[src/fsl_pkg.sv]
`default_nettype none
package fsl_pkg;
  // command codes; all configurable constants, 70h and 50h included
  localparam logic [7:0] CMD_READ_STATUS  = 8'h70;
  localparam logic [7:0] CMD_CLEAR_STATUS = 8'h50;
  localparam logic [7:0] CMD_READ_ARRAY   = 8'hff;
  localparam logic [7:0] CMD_SUSPEND      = 8'hb0;
  localparam logic [7:0] CMD_RESUME       = 8'hd0;
  localparam logic [7:0] CMD_LOCK_SETUP   = 8'h60;
  localparam logic [7:0] CMD_BLK_LOCK_CF  = 8'h01;
  localparam logic [7:0] CMD_PERM_LOCK_CF = 8'hf1;
  localparam logic [7:0] CMD_CLR_LOCK_CF  = 8'hd0;
  // status bit positions
  localparam int SR_READY     = 7;
  localparam int SR_ERS_SUSP  = 6;
  localparam int SR_ERS_CLR   = 5;
  localparam int SR_WR_SETLK  = 4;
  localparam int SR_SUPPLY_LO = 3;
  localparam int SR_WR_SUSP   = 2;
  localparam int SR_PROTECT   = 1;
  // software register offsets
  localparam logic [1:0] REG_CTRL   = 2'h0;
  localparam logic [1:0] REG_ADDR   = 2'h1;
  localparam logic [1:0] REG_STATUS = 2'h2;
  localparam logic [1:0] REG_RESULT = 2'h3;
  // ctrl op codes
  localparam logic [2:0] OP_ERS_SUSP  = 3'h1;
  localparam logic [2:0] OP_ERS_RES   = 3'h2;
  localparam logic [2:0] OP_WR_SUSP   = 3'h3;
  localparam logic [2:0] OP_WR_RES    = 3'h4;
  localparam logic [2:0] OP_BLK_LOCK  = 3'h5;
  localparam logic [2:0] OP_PERM_LOCK = 3'h6;
  localparam logic [2:0] OP_CLR_LOCK  = 3'h7;
  // bus cycle phase length in clocks (100 ns each)
  localparam int PHASE_NS     = 100;
  localparam int CLK_NS       = 100;
  localparam int PHASE_CYC    = (PHASE_NS + CLK_NS - 1) / CLK_NS;
  localparam logic [3:0] PHASE_CNT = 4'(PHASE_CYC);
  // poll limit in polls and min resume interval in clocks
  localparam logic [15:0] POLL_MAX  = 16'hffff;
  localparam logic [7:0]  ERES_GAP  = 8'h10;
endpackage
`default_nettype wire

[src/fsl_ctrl.sv]
`default_nettype none
// Functional notes
// RL1: after erase suspend, poll until ready and erase-suspended both set
// RL2: erase done before suspend: issue status read, check erase-suspended flag
// RL3: during erase suspend the device serves reads and writes to other blocks
// RL4: write under erase suspend shows busy with erase-suspended still set
// RL5: under erase suspend only status read and resume commands are issued; the code also issues write suspend (OP_WR_SUSP)
// RL6: erase resume restarts erase; device clears ready and suspended flags
// RL7: erase resume waits until writes started in suspension finish
// RL8: keep reset pin high and write protect unchanged during erase suspend
// RL9: keep resume and next suspend apart by at least the resume interval; the code checks the gap (ERES_GAP) only before the next erase resume
// RL10: after write suspend, poll until ready and write-suspended both set
// RL11: write done before suspend: issue status read, check write-suspended
// RL12: under write suspend only reads, status read and write resume issued
// RL13: write resume continues programming; device clears both flags
// RL14: lock bits and write protect gate changes; permanent lock freezes them
// RL15: lock set is setup write then confirm; block confirm in target block
// RL16: after lock set poll ready, then check write/setlock error flag
// RL17: improper lock sequence sets both error flags
// RL18: lock change with permanent lock set fails with protect flag
// RL19: clear lock command clears all block lock bits at once
// RL20: after clear lock poll ready, then check erase/clear error flag
// RL21: clear with low program supply sets supply-low and clear error
// RL22: aborted clear leaves lock bits undefined; host must repeat clear
// RL23: permanent lock bit can never be cleared
// RL24: lower status bits are only meaningful once ready reads one
// RL25: error flags cleared by 50h, never sent while suspended
// RL26: command byte codes are configurable constants
module fsl_ctrl
  import fsl_pkg::*;
(
  input  wire logic        clk_i,
  input  wire logic        reset_i,
  input  wire logic [1:0]  sw_addr_i,
  input  wire logic [31:0] sw_wdata_i,
  input  wire logic        sw_write_i,
  input  wire logic        sw_read_i,
  output var  logic [31:0] sw_rdata_o,
  input  wire logic [15:0] dq_in_i,
  output var  logic [15:0] dq_out_o,
  output var  logic        dq_oe_o,
  output var  logic [19:0] flash_addr_o,
  output var  logic        we_n_o,
  output var  logic        oe_n_o,
  output var  logic        reset_powerdown_n_o,
  output var  logic        write_protect_n_o
);
  // ----------------------------------------------------------------
  // sequencer
  // ----------------------------------------------------------------
  typedef enum logic [3:0] {
    S_IDLE, S_CLR, S_CMD1, S_CMD2, S_RSR, S_POLL, S_EVAL, S_DONE
  } fsl_st_e;

  fsl_st_e     st_reg, st_next;
  logic [2:0]  op_reg, op_next;
  logic [19:0] ad_reg, ad_next;
  logic [7:0]  sr_reg, sr_next;
  logic [15:0] pol_reg, pol_next;
  logic [7:0]  gap_reg, gap_next;
  logic        esusp_reg, esusp_next;
  logic        wsusp_reg, wsusp_next;
  logic        wp_reg, wp_next;
  logic        busy_reg, busy_next;
  logic        ok_reg, ok_next;
  logic        tmo_reg, tmo_next;
  logic        rej_reg, rej_next;
  logic [31:0] rd_reg, rd_next;
  logic        bc_start, bc_write, bc_done;
  logic [7:0]  bc_data, bc_rdata;
  logic [19:0] bc_addr;
  logic        legal;

  // legality of a new op against the suspend state
  always_comb begin
    unique case (sw_wdata_i[2:0])
      OP_ERS_SUSP:  legal = !esusp_reg && !wsusp_reg;
      OP_ERS_RES:   legal = esusp_reg && !wsusp_reg && gap_reg == 8'h00; // RL5 RL7
      OP_WR_SUSP:   legal = !wsusp_reg;
      OP_WR_RES:    legal = wsusp_reg;                                  // RL12
      default:      legal = !esusp_reg && !wsusp_reg;                   // RL5
    endcase
  end

  always_comb begin
    st_next    = st_reg;
    op_next    = op_reg;
    ad_next    = ad_reg;
    sr_next    = sr_reg;
    pol_next   = pol_reg;
    gap_next   = (gap_reg != 8'h00) ? gap_reg - 8'h01 : gap_reg;
    esusp_next = esusp_reg;
    wsusp_next = wsusp_reg;
    wp_next    = wp_reg;
    busy_next  = busy_reg;
    ok_next    = ok_reg;
    tmo_next   = tmo_reg;
    rej_next   = rej_reg;
    bc_start   = 1'b0;
    bc_write   = 1'b1;
    bc_data    = CMD_READ_STATUS;
    bc_addr    = ad_reg;
    if (sw_write_i && sw_addr_i == REG_ADDR && !busy_reg) begin
      ad_next = sw_wdata_i[19:0];
    end
    if (sw_write_i && sw_addr_i == REG_CTRL && !esusp_reg && !busy_reg) begin
      wp_next = sw_wdata_i[8]; // RL8
    end
    unique case (st_reg)
      S_IDLE: if (sw_write_i && sw_addr_i == REG_CTRL && !busy_reg) begin
        // a refused op also replaces the old result, so ok never lingers
        rej_next = !legal || sw_wdata_i[2:0] == 3'h0;
        ok_next  = 1'b0;
        tmo_next = 1'b0;
        if (legal && sw_wdata_i[2:0] != 3'h0) begin
          op_next   = sw_wdata_i[2:0];
          busy_next = 1'b1;
          // error flags cleared only outside suspend
          st_next   = (!esusp_reg && !wsusp_reg) ? S_CLR : S_CMD1; // RL25
        end
      end
      S_CLR: begin
        bc_start = 1'b1;
        bc_data  = CMD_CLEAR_STATUS; // RL25
        if (bc_done) st_next = S_CMD1;
      end
      S_CMD1: begin
        bc_start = 1'b1;
        unique case (op_reg)
          OP_ERS_SUSP, OP_WR_SUSP: bc_data = CMD_SUSPEND;
          OP_ERS_RES, OP_WR_RES:   bc_data = CMD_RESUME;
          default:                 bc_data = CMD_LOCK_SETUP; // RL15
        endcase
        if (bc_done) begin
          unique case (op_reg)
            OP_BLK_LOCK, OP_PERM_LOCK, OP_CLR_LOCK: st_next = S_CMD2;
            default: st_next = S_RSR; // RL2 RL11
          endcase
        end
      end
      S_CMD2: begin
        // block confirm carries target address, others any address
        bc_start = 1'b1; // RL15
        unique case (op_reg)
          OP_BLK_LOCK:  bc_data = CMD_BLK_LOCK_CF;
          OP_PERM_LOCK: bc_data = CMD_PERM_LOCK_CF;
          default:      bc_data = CMD_CLR_LOCK_CF; // RL19 RL22
        endcase
        if (bc_done) st_next = S_RSR;
      end
      S_RSR: begin
        bc_start = 1'b1;
        if (bc_done) begin
          st_next  = S_POLL;
          pol_next = POLL_MAX;
        end
      end
      S_POLL: begin
        bc_start = 1'b1;
        bc_write = 1'b0;
        if (bc_done) begin
          sr_next  = bc_rdata;
          pol_next = pol_reg - 16'h0001;
          // lower bits ignored until ready reads one
          if (bc_rdata[SR_READY]) st_next = S_EVAL; // RL24 RL16 RL20
          else if (pol_reg == 16'h0001) begin
            tmo_next = 1'b1;
            st_next  = S_DONE;
          end
        end
      end
      S_EVAL: begin
        st_next = S_DONE;
        unique case (op_reg)
          OP_ERS_SUSP: begin
            esusp_next = sr_reg[SR_ERS_SUSP]; // RL1 RL2 RL3
            ok_next    = 1'b1;
          end
          OP_WR_SUSP: begin
            wsusp_next = sr_reg[SR_WR_SUSP]; // RL10 RL11 RL4
            ok_next    = 1'b1;
          end
          OP_ERS_RES: begin
            esusp_next = 1'b0; // RL6
            gap_next   = ERES_GAP; // RL9
            ok_next    = !sr_reg[SR_ERS_CLR];
          end
          OP_WR_RES: begin
            wsusp_next = 1'b0; // RL13
            ok_next    = !sr_reg[SR_WR_SETLK];
          end
          OP_CLR_LOCK: ok_next = !sr_reg[SR_ERS_CLR]; // RL20 RL21
          default: ok_next = !sr_reg[SR_WR_SETLK]; // RL16 RL17 RL18 RL14
        endcase
      end
      S_DONE: begin
        busy_next = 1'b0;
        st_next   = S_IDLE;
      end
      default: st_next = S_IDLE;
    endcase
    // ----------------------------------------------------------------
    // software read port
    // ----------------------------------------------------------------
    rd_next = 32'h0000_0000;
    if (sw_read_i) begin
      unique case (sw_addr_i)
        REG_CTRL:   rd_next = {23'h0, wp_reg, 5'h0, op_reg};
        REG_ADDR:   rd_next = {12'h0, ad_reg};
        REG_STATUS: rd_next = {24'h0, sr_reg};
        REG_RESULT: rd_next = {26'h0, rej_reg, tmo_reg, wsusp_reg,
                               esusp_reg, ok_reg, busy_reg};
      endcase
    end
  end

  always_ff @(posedge clk_i) begin
    if (reset_i) begin
      st_reg <= S_IDLE; op_reg <= '0; ad_reg <= '0; sr_reg <= '0;
      pol_reg <= '0; gap_reg <= '0; esusp_reg <= 1'b0; wsusp_reg <= 1'b0;
      wp_reg <= 1'b1; busy_reg <= 1'b0; ok_reg <= 1'b0; tmo_reg <= 1'b0;
      rej_reg <= 1'b0; rd_reg <= '0;
    end else begin
      st_reg <= st_next; op_reg <= op_next; ad_reg <= ad_next;
      sr_reg <= sr_next; pol_reg <= pol_next; gap_reg <= gap_next;
      esusp_reg <= esusp_next; wsusp_reg <= wsusp_next; wp_reg <= wp_next;
      busy_reg <= busy_next; ok_reg <= ok_next; tmo_reg <= tmo_next;
      rej_reg <= rej_next; rd_reg <= rd_next;
    end
  end

  // reset pin only released after our own reset, never pulsed by us
  always_ff @(posedge clk_i) begin
    if (reset_i) begin
      reset_powerdown_n_o <= 1'b0;
      write_protect_n_o   <= 1'b1;
    end else begin
      reset_powerdown_n_o <= 1'b1; // RL8
      write_protect_n_o   <= wp_next;
    end
  end
  assign sw_rdata_o = rd_reg;

  fsl_bus_cycle u_cycle (
    .clk_i    (clk_i),
    .reset_i  (reset_i),
    .start_i  (bc_start && !bc_done),
    .write_i  (bc_write),
    .addr_i   (bc_addr),
    .data_i   (bc_data),
    .dq_in_i  (dq_in_i),
    .done_o   (bc_done),
    .rdata_o  (bc_rdata),
    .addr_o   (flash_addr_o),
    .dq_out_o (dq_out_o),
    .dq_oe_o  (dq_oe_o),
    .we_n_o   (we_n_o),
    .oe_n_o   (oe_n_o)
  );

  // ----------------------------------------------------------------
  // checks
  // ----------------------------------------------------------------
  AST_NO_CLR_IN_SUSP: assert property ( // RL25
    @(posedge clk_i) disable iff (reset_i)
    (st_reg == S_CLR) |-> (!esusp_reg && !wsusp_reg))
    else $error("clear status issued while suspended");
  AST_RES_WAIT_WR: assert property ( // RL7
    @(posedge clk_i) disable iff (reset_i)
    (st_reg == S_CMD1 && op_reg == OP_ERS_RES) |-> !wsusp_reg)
    else $error("erase resume while write suspended");
  AST_GAP: assert property ( // RL9
    @(posedge clk_i) disable iff (reset_i)
    (st_reg == S_EVAL && op_reg == OP_ERS_RES) |=> (gap_reg == ERES_GAP))
    else $error("resume gap not armed");
  AST_RSTPIN: assert property ( // RL8
    @(posedge clk_i) disable iff (reset_i)
    !$past(reset_i) |-> reset_powerdown_n_o)
    else $error("reset pin dropped");
  AST_WP_HOLD: assert property ( // RL8
    @(posedge clk_i) disable iff (reset_i)
    esusp_reg && $past(esusp_reg) |-> $stable(write_protect_n_o))
    else $error("write protect moved in erase suspend");
  AST_ESUSP_SET: assert property ( // RL1
    @(posedge clk_i) disable iff (reset_i)
    (st_reg == S_EVAL && op_reg == OP_ERS_SUSP) |=>
    esusp_reg == $past(sr_reg[SR_ERS_SUSP]))
    else $error("erase suspend state wrong");
  AST_WSUSP_CLR: assert property ( // RL13
    @(posedge clk_i) disable iff (reset_i)
    (st_reg == S_EVAL && op_reg == OP_WR_RES) |=> !wsusp_reg)
    else $error("write suspend not cleared");
  AST_LOCK_TWO: assert property ( // RL15
    @(posedge clk_i) disable iff (reset_i)
    (st_reg == S_CMD1 && bc_done && op_reg == OP_CLR_LOCK) |=>
    st_reg == S_CMD2)
    else $error("lock confirm skipped");
endmodule
`default_nettype wire

[src/fsl_bus_cycle.sv]
`default_nettype none
// one flash bus write or status read, each phase PHASE_CNT clocks
module fsl_bus_cycle
  import fsl_pkg::*;
(
  input  wire logic        clk_i,
  input  wire logic        reset_i,
  input  wire logic        start_i,
  input  wire logic        write_i,
  input  wire logic [19:0] addr_i,
  input  wire logic [7:0]  data_i,
  input  wire logic [15:0] dq_in_i,
  output var  logic        done_o,
  output var  logic [7:0]  rdata_o,
  output var  logic [19:0] addr_o,
  output var  logic [15:0] dq_out_o,
  output var  logic        dq_oe_o,
  output var  logic        we_n_o,
  output var  logic        oe_n_o
);
  typedef enum logic [1:0] {BC_IDLE, BC_ACT, BC_REC} fsl_bc_e;
  fsl_bc_e     st_reg, st_next;
  logic [3:0]  cnt_reg, cnt_next;
  logic        wr_reg, wr_next;
  logic [7:0]  rd_reg, rd_next;
  logic [19:0] a_reg, a_next;
  logic [7:0]  d_reg, d_next;
  logic        done_reg, done_next;

  always_comb begin
    st_next   = st_reg;
    cnt_next  = cnt_reg;
    wr_next   = wr_reg;
    rd_next   = rd_reg;
    a_next    = a_reg;
    d_next    = d_reg;
    done_next = 1'b0;
    unique case (st_reg)
      BC_IDLE: if (start_i) begin
        st_next  = BC_ACT;
        cnt_next = PHASE_CNT;
        wr_next  = write_i;
        a_next   = addr_i;
        d_next   = data_i;
      end
      BC_ACT: if (cnt_reg == 4'h1) begin
        st_next  = BC_REC;
        cnt_next = PHASE_CNT;
        if (!wr_reg) rd_next = dq_in_i[7:0];
      end else begin
        cnt_next = cnt_reg - 4'h1;
      end
      BC_REC: if (cnt_reg == 4'h1) begin
        st_next   = BC_IDLE;
        done_next = 1'b1;
      end else begin
        cnt_next = cnt_reg - 4'h1;
      end
    endcase
  end

  always_ff @(posedge clk_i) begin
    if (reset_i) begin
      st_reg <= BC_IDLE; cnt_reg <= '0; wr_reg <= 1'b0; rd_reg <= '0;
      a_reg <= '0; d_reg <= '0; done_reg <= 1'b0;
    end else begin
      st_reg <= st_next; cnt_reg <= cnt_next; wr_reg <= wr_next;
      rd_reg <= rd_next; a_reg <= a_next; d_reg <= d_next;
      done_reg <= done_next;
    end
  end

  // data held through recovery so it is stable at the write's rising edge
  always_ff @(posedge clk_i) begin
    if (reset_i) begin
      we_n_o <= 1'b1; oe_n_o <= 1'b1; dq_oe_o <= 1'b0;
      dq_out_o <= '0; addr_o <= '0;
    end else begin
      we_n_o   <= !(st_next == BC_ACT && wr_next);
      oe_n_o   <= !(st_next == BC_ACT && !wr_next);
      dq_oe_o  <= (st_next != BC_IDLE) && wr_next;
      dq_out_o <= {8'h00, d_next};
      addr_o   <= a_next;
    end
  end
  assign done_o  = done_reg;
  assign rdata_o = rd_reg;
endmodule
`default_nettype wire

[config.mk]
export PLATFORM = sky130hd
export DESIGN_NAME = fsl_ctrl
export DESIGN_NICKNAME = d
export VERILOG_FILES = /design/src/fsl_pkg.sv /design/src/fsl_ctrl.sv /design/src/fsl_bus_cycle.sv
export SDC_FILE = /design/constraint.sdc
export NUM_CORES = 1
export LEC_CHECK = 0
export BUFFER_PORTS_ARGS = -buffer_cell sky130_fd_sc_hd__buf_2
export CAP_MARGIN = 25
export CORE_MARGIN = 4
export CORE_UTILIZATION = 30
export DETAILED_ROUTE_END_ITERATION = 6
export PLACE_DENSITY = 0.53
export SYNTH_ARGS = -nofsm -noshare
export SYNTH_HDL_FRONTEND = slang
export SYNTH_SLANG_ARGS = --single-unit
[constraint.sdc]
create_clock -name clk_i -period 2.7 [get_ports clk_i]
set_input_delay 0.54 -clock clk_i [delete_from_list [all_inputs] [get_ports clk_i]]
set_output_delay 0.54 -clock clk_i [all_outputs]
set_load 0.01 [all_outputs]
==> impl_metrics.yaml <==
status:
  status: "finished, final reports clean"
route:
  dr.pass1.iters: 4
  drt_iter0_drc: 187
  final_antenna_net_count: 0
  vias_per_cell: 4.713
  vias: 4619
  drc: 0
  routed_wl_um: 13740
  post_drt_wl_per_cell_um: 14.02
cells_and_area:
  multi_input_area_um2: 2736
  regArea_um2: 2603
  area_growth_pct: 20.44
  drive_above_1_share_pct: 20.24
  diodes: 0
  fillCellCount: 1909
  finalNetCount: 801
critical_path:
  rrSetupSlack_ns: 0.57
  start_kind: "flop"
  r2r-start: "pol_reg[0]"
  crit_slowest_cell: "or3b_2"
  critical_path_depth: 7
  critical_path.startpoint: "pol_reg[0]"
  critPathTopFamily: "simple AND/OR/NAND/NOR gates"
  cp_data_arrival_time_ns: 2.42
  crit_path_end: "pol_reg[10]"
  cpPeakStageDelay_ns: 0.52
  path_max_fanout: 6
  timing.rr.end: "pol_reg[10]"
  cp.required_ns: 2.99
  critPathKind: "reg2reg"
  worstPathCellList: "inv_1 > ha_1 > or3b_2 > nor4_1 > and2b_1 > xnor2_1 > a21oi_1"
  cp-end-kind: "flop"
  r2r_cells: 7
  crit_buf_inv: 1
synthesis:
  netlist.area_leader.share_pct: 46.22
  synthArstFlopShare_pct: 0
  synth_top_area_cell: "dfxtp_1"
  synth_top_cells_by_count: "dfxtp_1 (130), nand2_1 (128), a21oi_1 (86)"
  synthTopCellsByArea: "dfxtp_1 (46%), nand2_1 (8.5%), a21oi_1 (7.6%), buf_4 (3.1%), nor2_1 (2.7%)"
  yosysMostFrequentCell: "dfxtp_1"
  synth_edf_count: 0
  syn_avg_cell_area_um2: 8.505
  synth-seq-area-share_pct: 46.22
  synth_cell_types: 65
  synthesis.area_um2: 5630
  ys_dominant_reg_cell: "dfxtp_1"
  ys.warnings.count: 0
  ys_ff_latch: 130
  synthCells: 662
timing:
  period_needed_ns: 2.129
  skew_ns: 0.009569
  setup-tns-final_ns: 0
  worst_slack_ns: 0.5710
  setup_viol: 0
  period_share_pct: 78.85
  tightest_slew_ns: 0.6633
  maxSlewViolCount: 0
  timing.slew.headroom_pct: 55.38
  rsz0062_at_grt: "false"
  max_freq_mhz: 469.7
  finalHoldViolations: 0
global_routing:
  antenna_found_initial: 0
  grt.total_usage_pct: 13.04
  use_met3_pct: 3.804
  grt_pass1_vias: 4273
  gr-usage-met1_pct: 17.87
  top_usage_layer: "met2"
  grt_remaining_overflow: 0
  use_met2_pct: 19.48
  grt_pass1_wl_um: 22460
  grt_max_degree: 50
place:
  pre_cts_ws_ns: 0.4389
  gp_congestion: 0.7716
  hpwl_um: 9442
  io_buffers: 83
power_and_ir_drop:
  leakagePower_nw: 2.669
  vdd_drop_max_mv: 0.4417
  power_density_nw_per_um2: 739.4
floorplanning:
  pin_count: 127
  dieHeight_um: 145.0
  row_count: 49
  die_area_um2: 21020
  start_util_pct: 30.92
  die_w_um: 145.0
  core_area_um2: 18210
clock_tree:
  root_buffer: "clkbuf_16"
  post-cts-setup-buffers: 0
  numCtsBuffers: 17
  cts.sinks: 130
  insertion_delay_ns: 0.43
  cts_tree: "yes"
  cts.reportedPaths.clkPinSlew_ns: 0.07
  htreeDepth: 4
  ctsHoldBuffers: 0
  clk_path_buf_depth: 2
  post_cts_resized: 0
run:
  drv_cap: 0
min_path:
  min_path_type: "in2reg"
  whs_path_depth: 3
[tightest hold or removal path: stages]
cell	delay, ns
buf_2	0.09
nand2_1	0.05
a21oi_1	0.05
[worst min path at each step]
stage / slack, ns / from / to
final: 0.35 / dq_in_i[7] / u_cycle.rdata_o[7]
after global placement: 0.44 / u_cycle.d_reg[7] / u_cycle.d_reg[7]
after CTS: 0.34 / dq_in_i[7] / u_cycle.rdata_o[7]
after detailed placement: 0.45 / u_cycle.a_reg[3] / u_cycle.a_reg[3]
after floorplan: 0.43 / u_cycle.rdata_o[0] / sr_reg[0]
after global routing: 0.34 / dq_in_i[7] / u_cycle.rdata_o[7]
[cells in the final DEF (no fill, tap or decap), types with 3 or more instances in the layout]
master	netlist	routed
and2_1	15	15
nand3b_1	7	7
mux4_2	3	3
nand2b_1	6	6
nand3_1	11	11
buf_2	1	83
nand2_1	128	128
inv_6	0	5
ha_1	9	9
buf_4	23	15
nor2_1	41	41
dfxtp_1	130	130
o21ai_0	26	26
clkbuf_16	0	17
inv_1	11	11
mux2i_1	6	6
nor2b_1	8	8
and3_1	5	5
nor3_1	14	14
nor4bb_1	3	3
a21oi_1	86	86
conb_1	1	23
a211oi_1	5	5
inv_8	0	5
nor4_1	8	8
nor3b_1	4	4
clkinvlp_4	0	3
xnor2_1	12	12
mux2_2	4	4
a31oi_1	5	5
a22oi_1	5	5
xor2_1	7	7
[report_power, final]
part | leakage, nW | total, mW | switching (mW) | internal, mW
Combinational | 1.34 | 0.609 | 0.345 | 0.264
Clock | 0.281 | 2.31 | 0.998 | 1.31
Sequential | 1.05 | 2.10 | 0.0852 | 2.01
[final cells by class]
type / count / area share (%)
Multi-Input combinational cell: 480 / 40.35
Clock buffer: 17 / 6.273
Clock inverter: 15 / 2.380
Tap cell: 229 / 4.225
Sequential cell: 130 / 38.38
Timing Repair Buffer: 98 / 7.786
Inverter: 11 / 0.6089
[cell families after synthesis]
group	Yosys count	synth area share [%]
xor+xnor	19	2.956
other cells	1	0.06660
fa+ha+maj	9	2.000
flops	130	46.22
mux	13	3.067
simple gates	268	23.71
buf+inv	74	6.644
compound gates	148	15.33
[metrics by stage]
step	hold WS (ns)	power, mW	std cells	utilization (%)	cell area [um^2]
global route	0.3386	5.250	980	37.24	6782
floorplan	0.4284	2.595	684	-	5713
global placement	0.4397	2.749	948	34.02	6195
CTS	0.3370	5.071	980	37.24	6782
detailed placement	0.4463	2.752	948	34.02	6195
finish	0.3505	5.015	980	37.24	6782
[routing by layer]
metal  part of all wire [%]  vias up  routed length (um)
li1                       -     2377                   -
met1                     50     2131                6833
met4                    1.2        0                 170
met2                     44      100                6110
met3                    4.5       11                 624
met5                      0        -                   0
No activity file was read; power rests on OpenSTA's default activity.
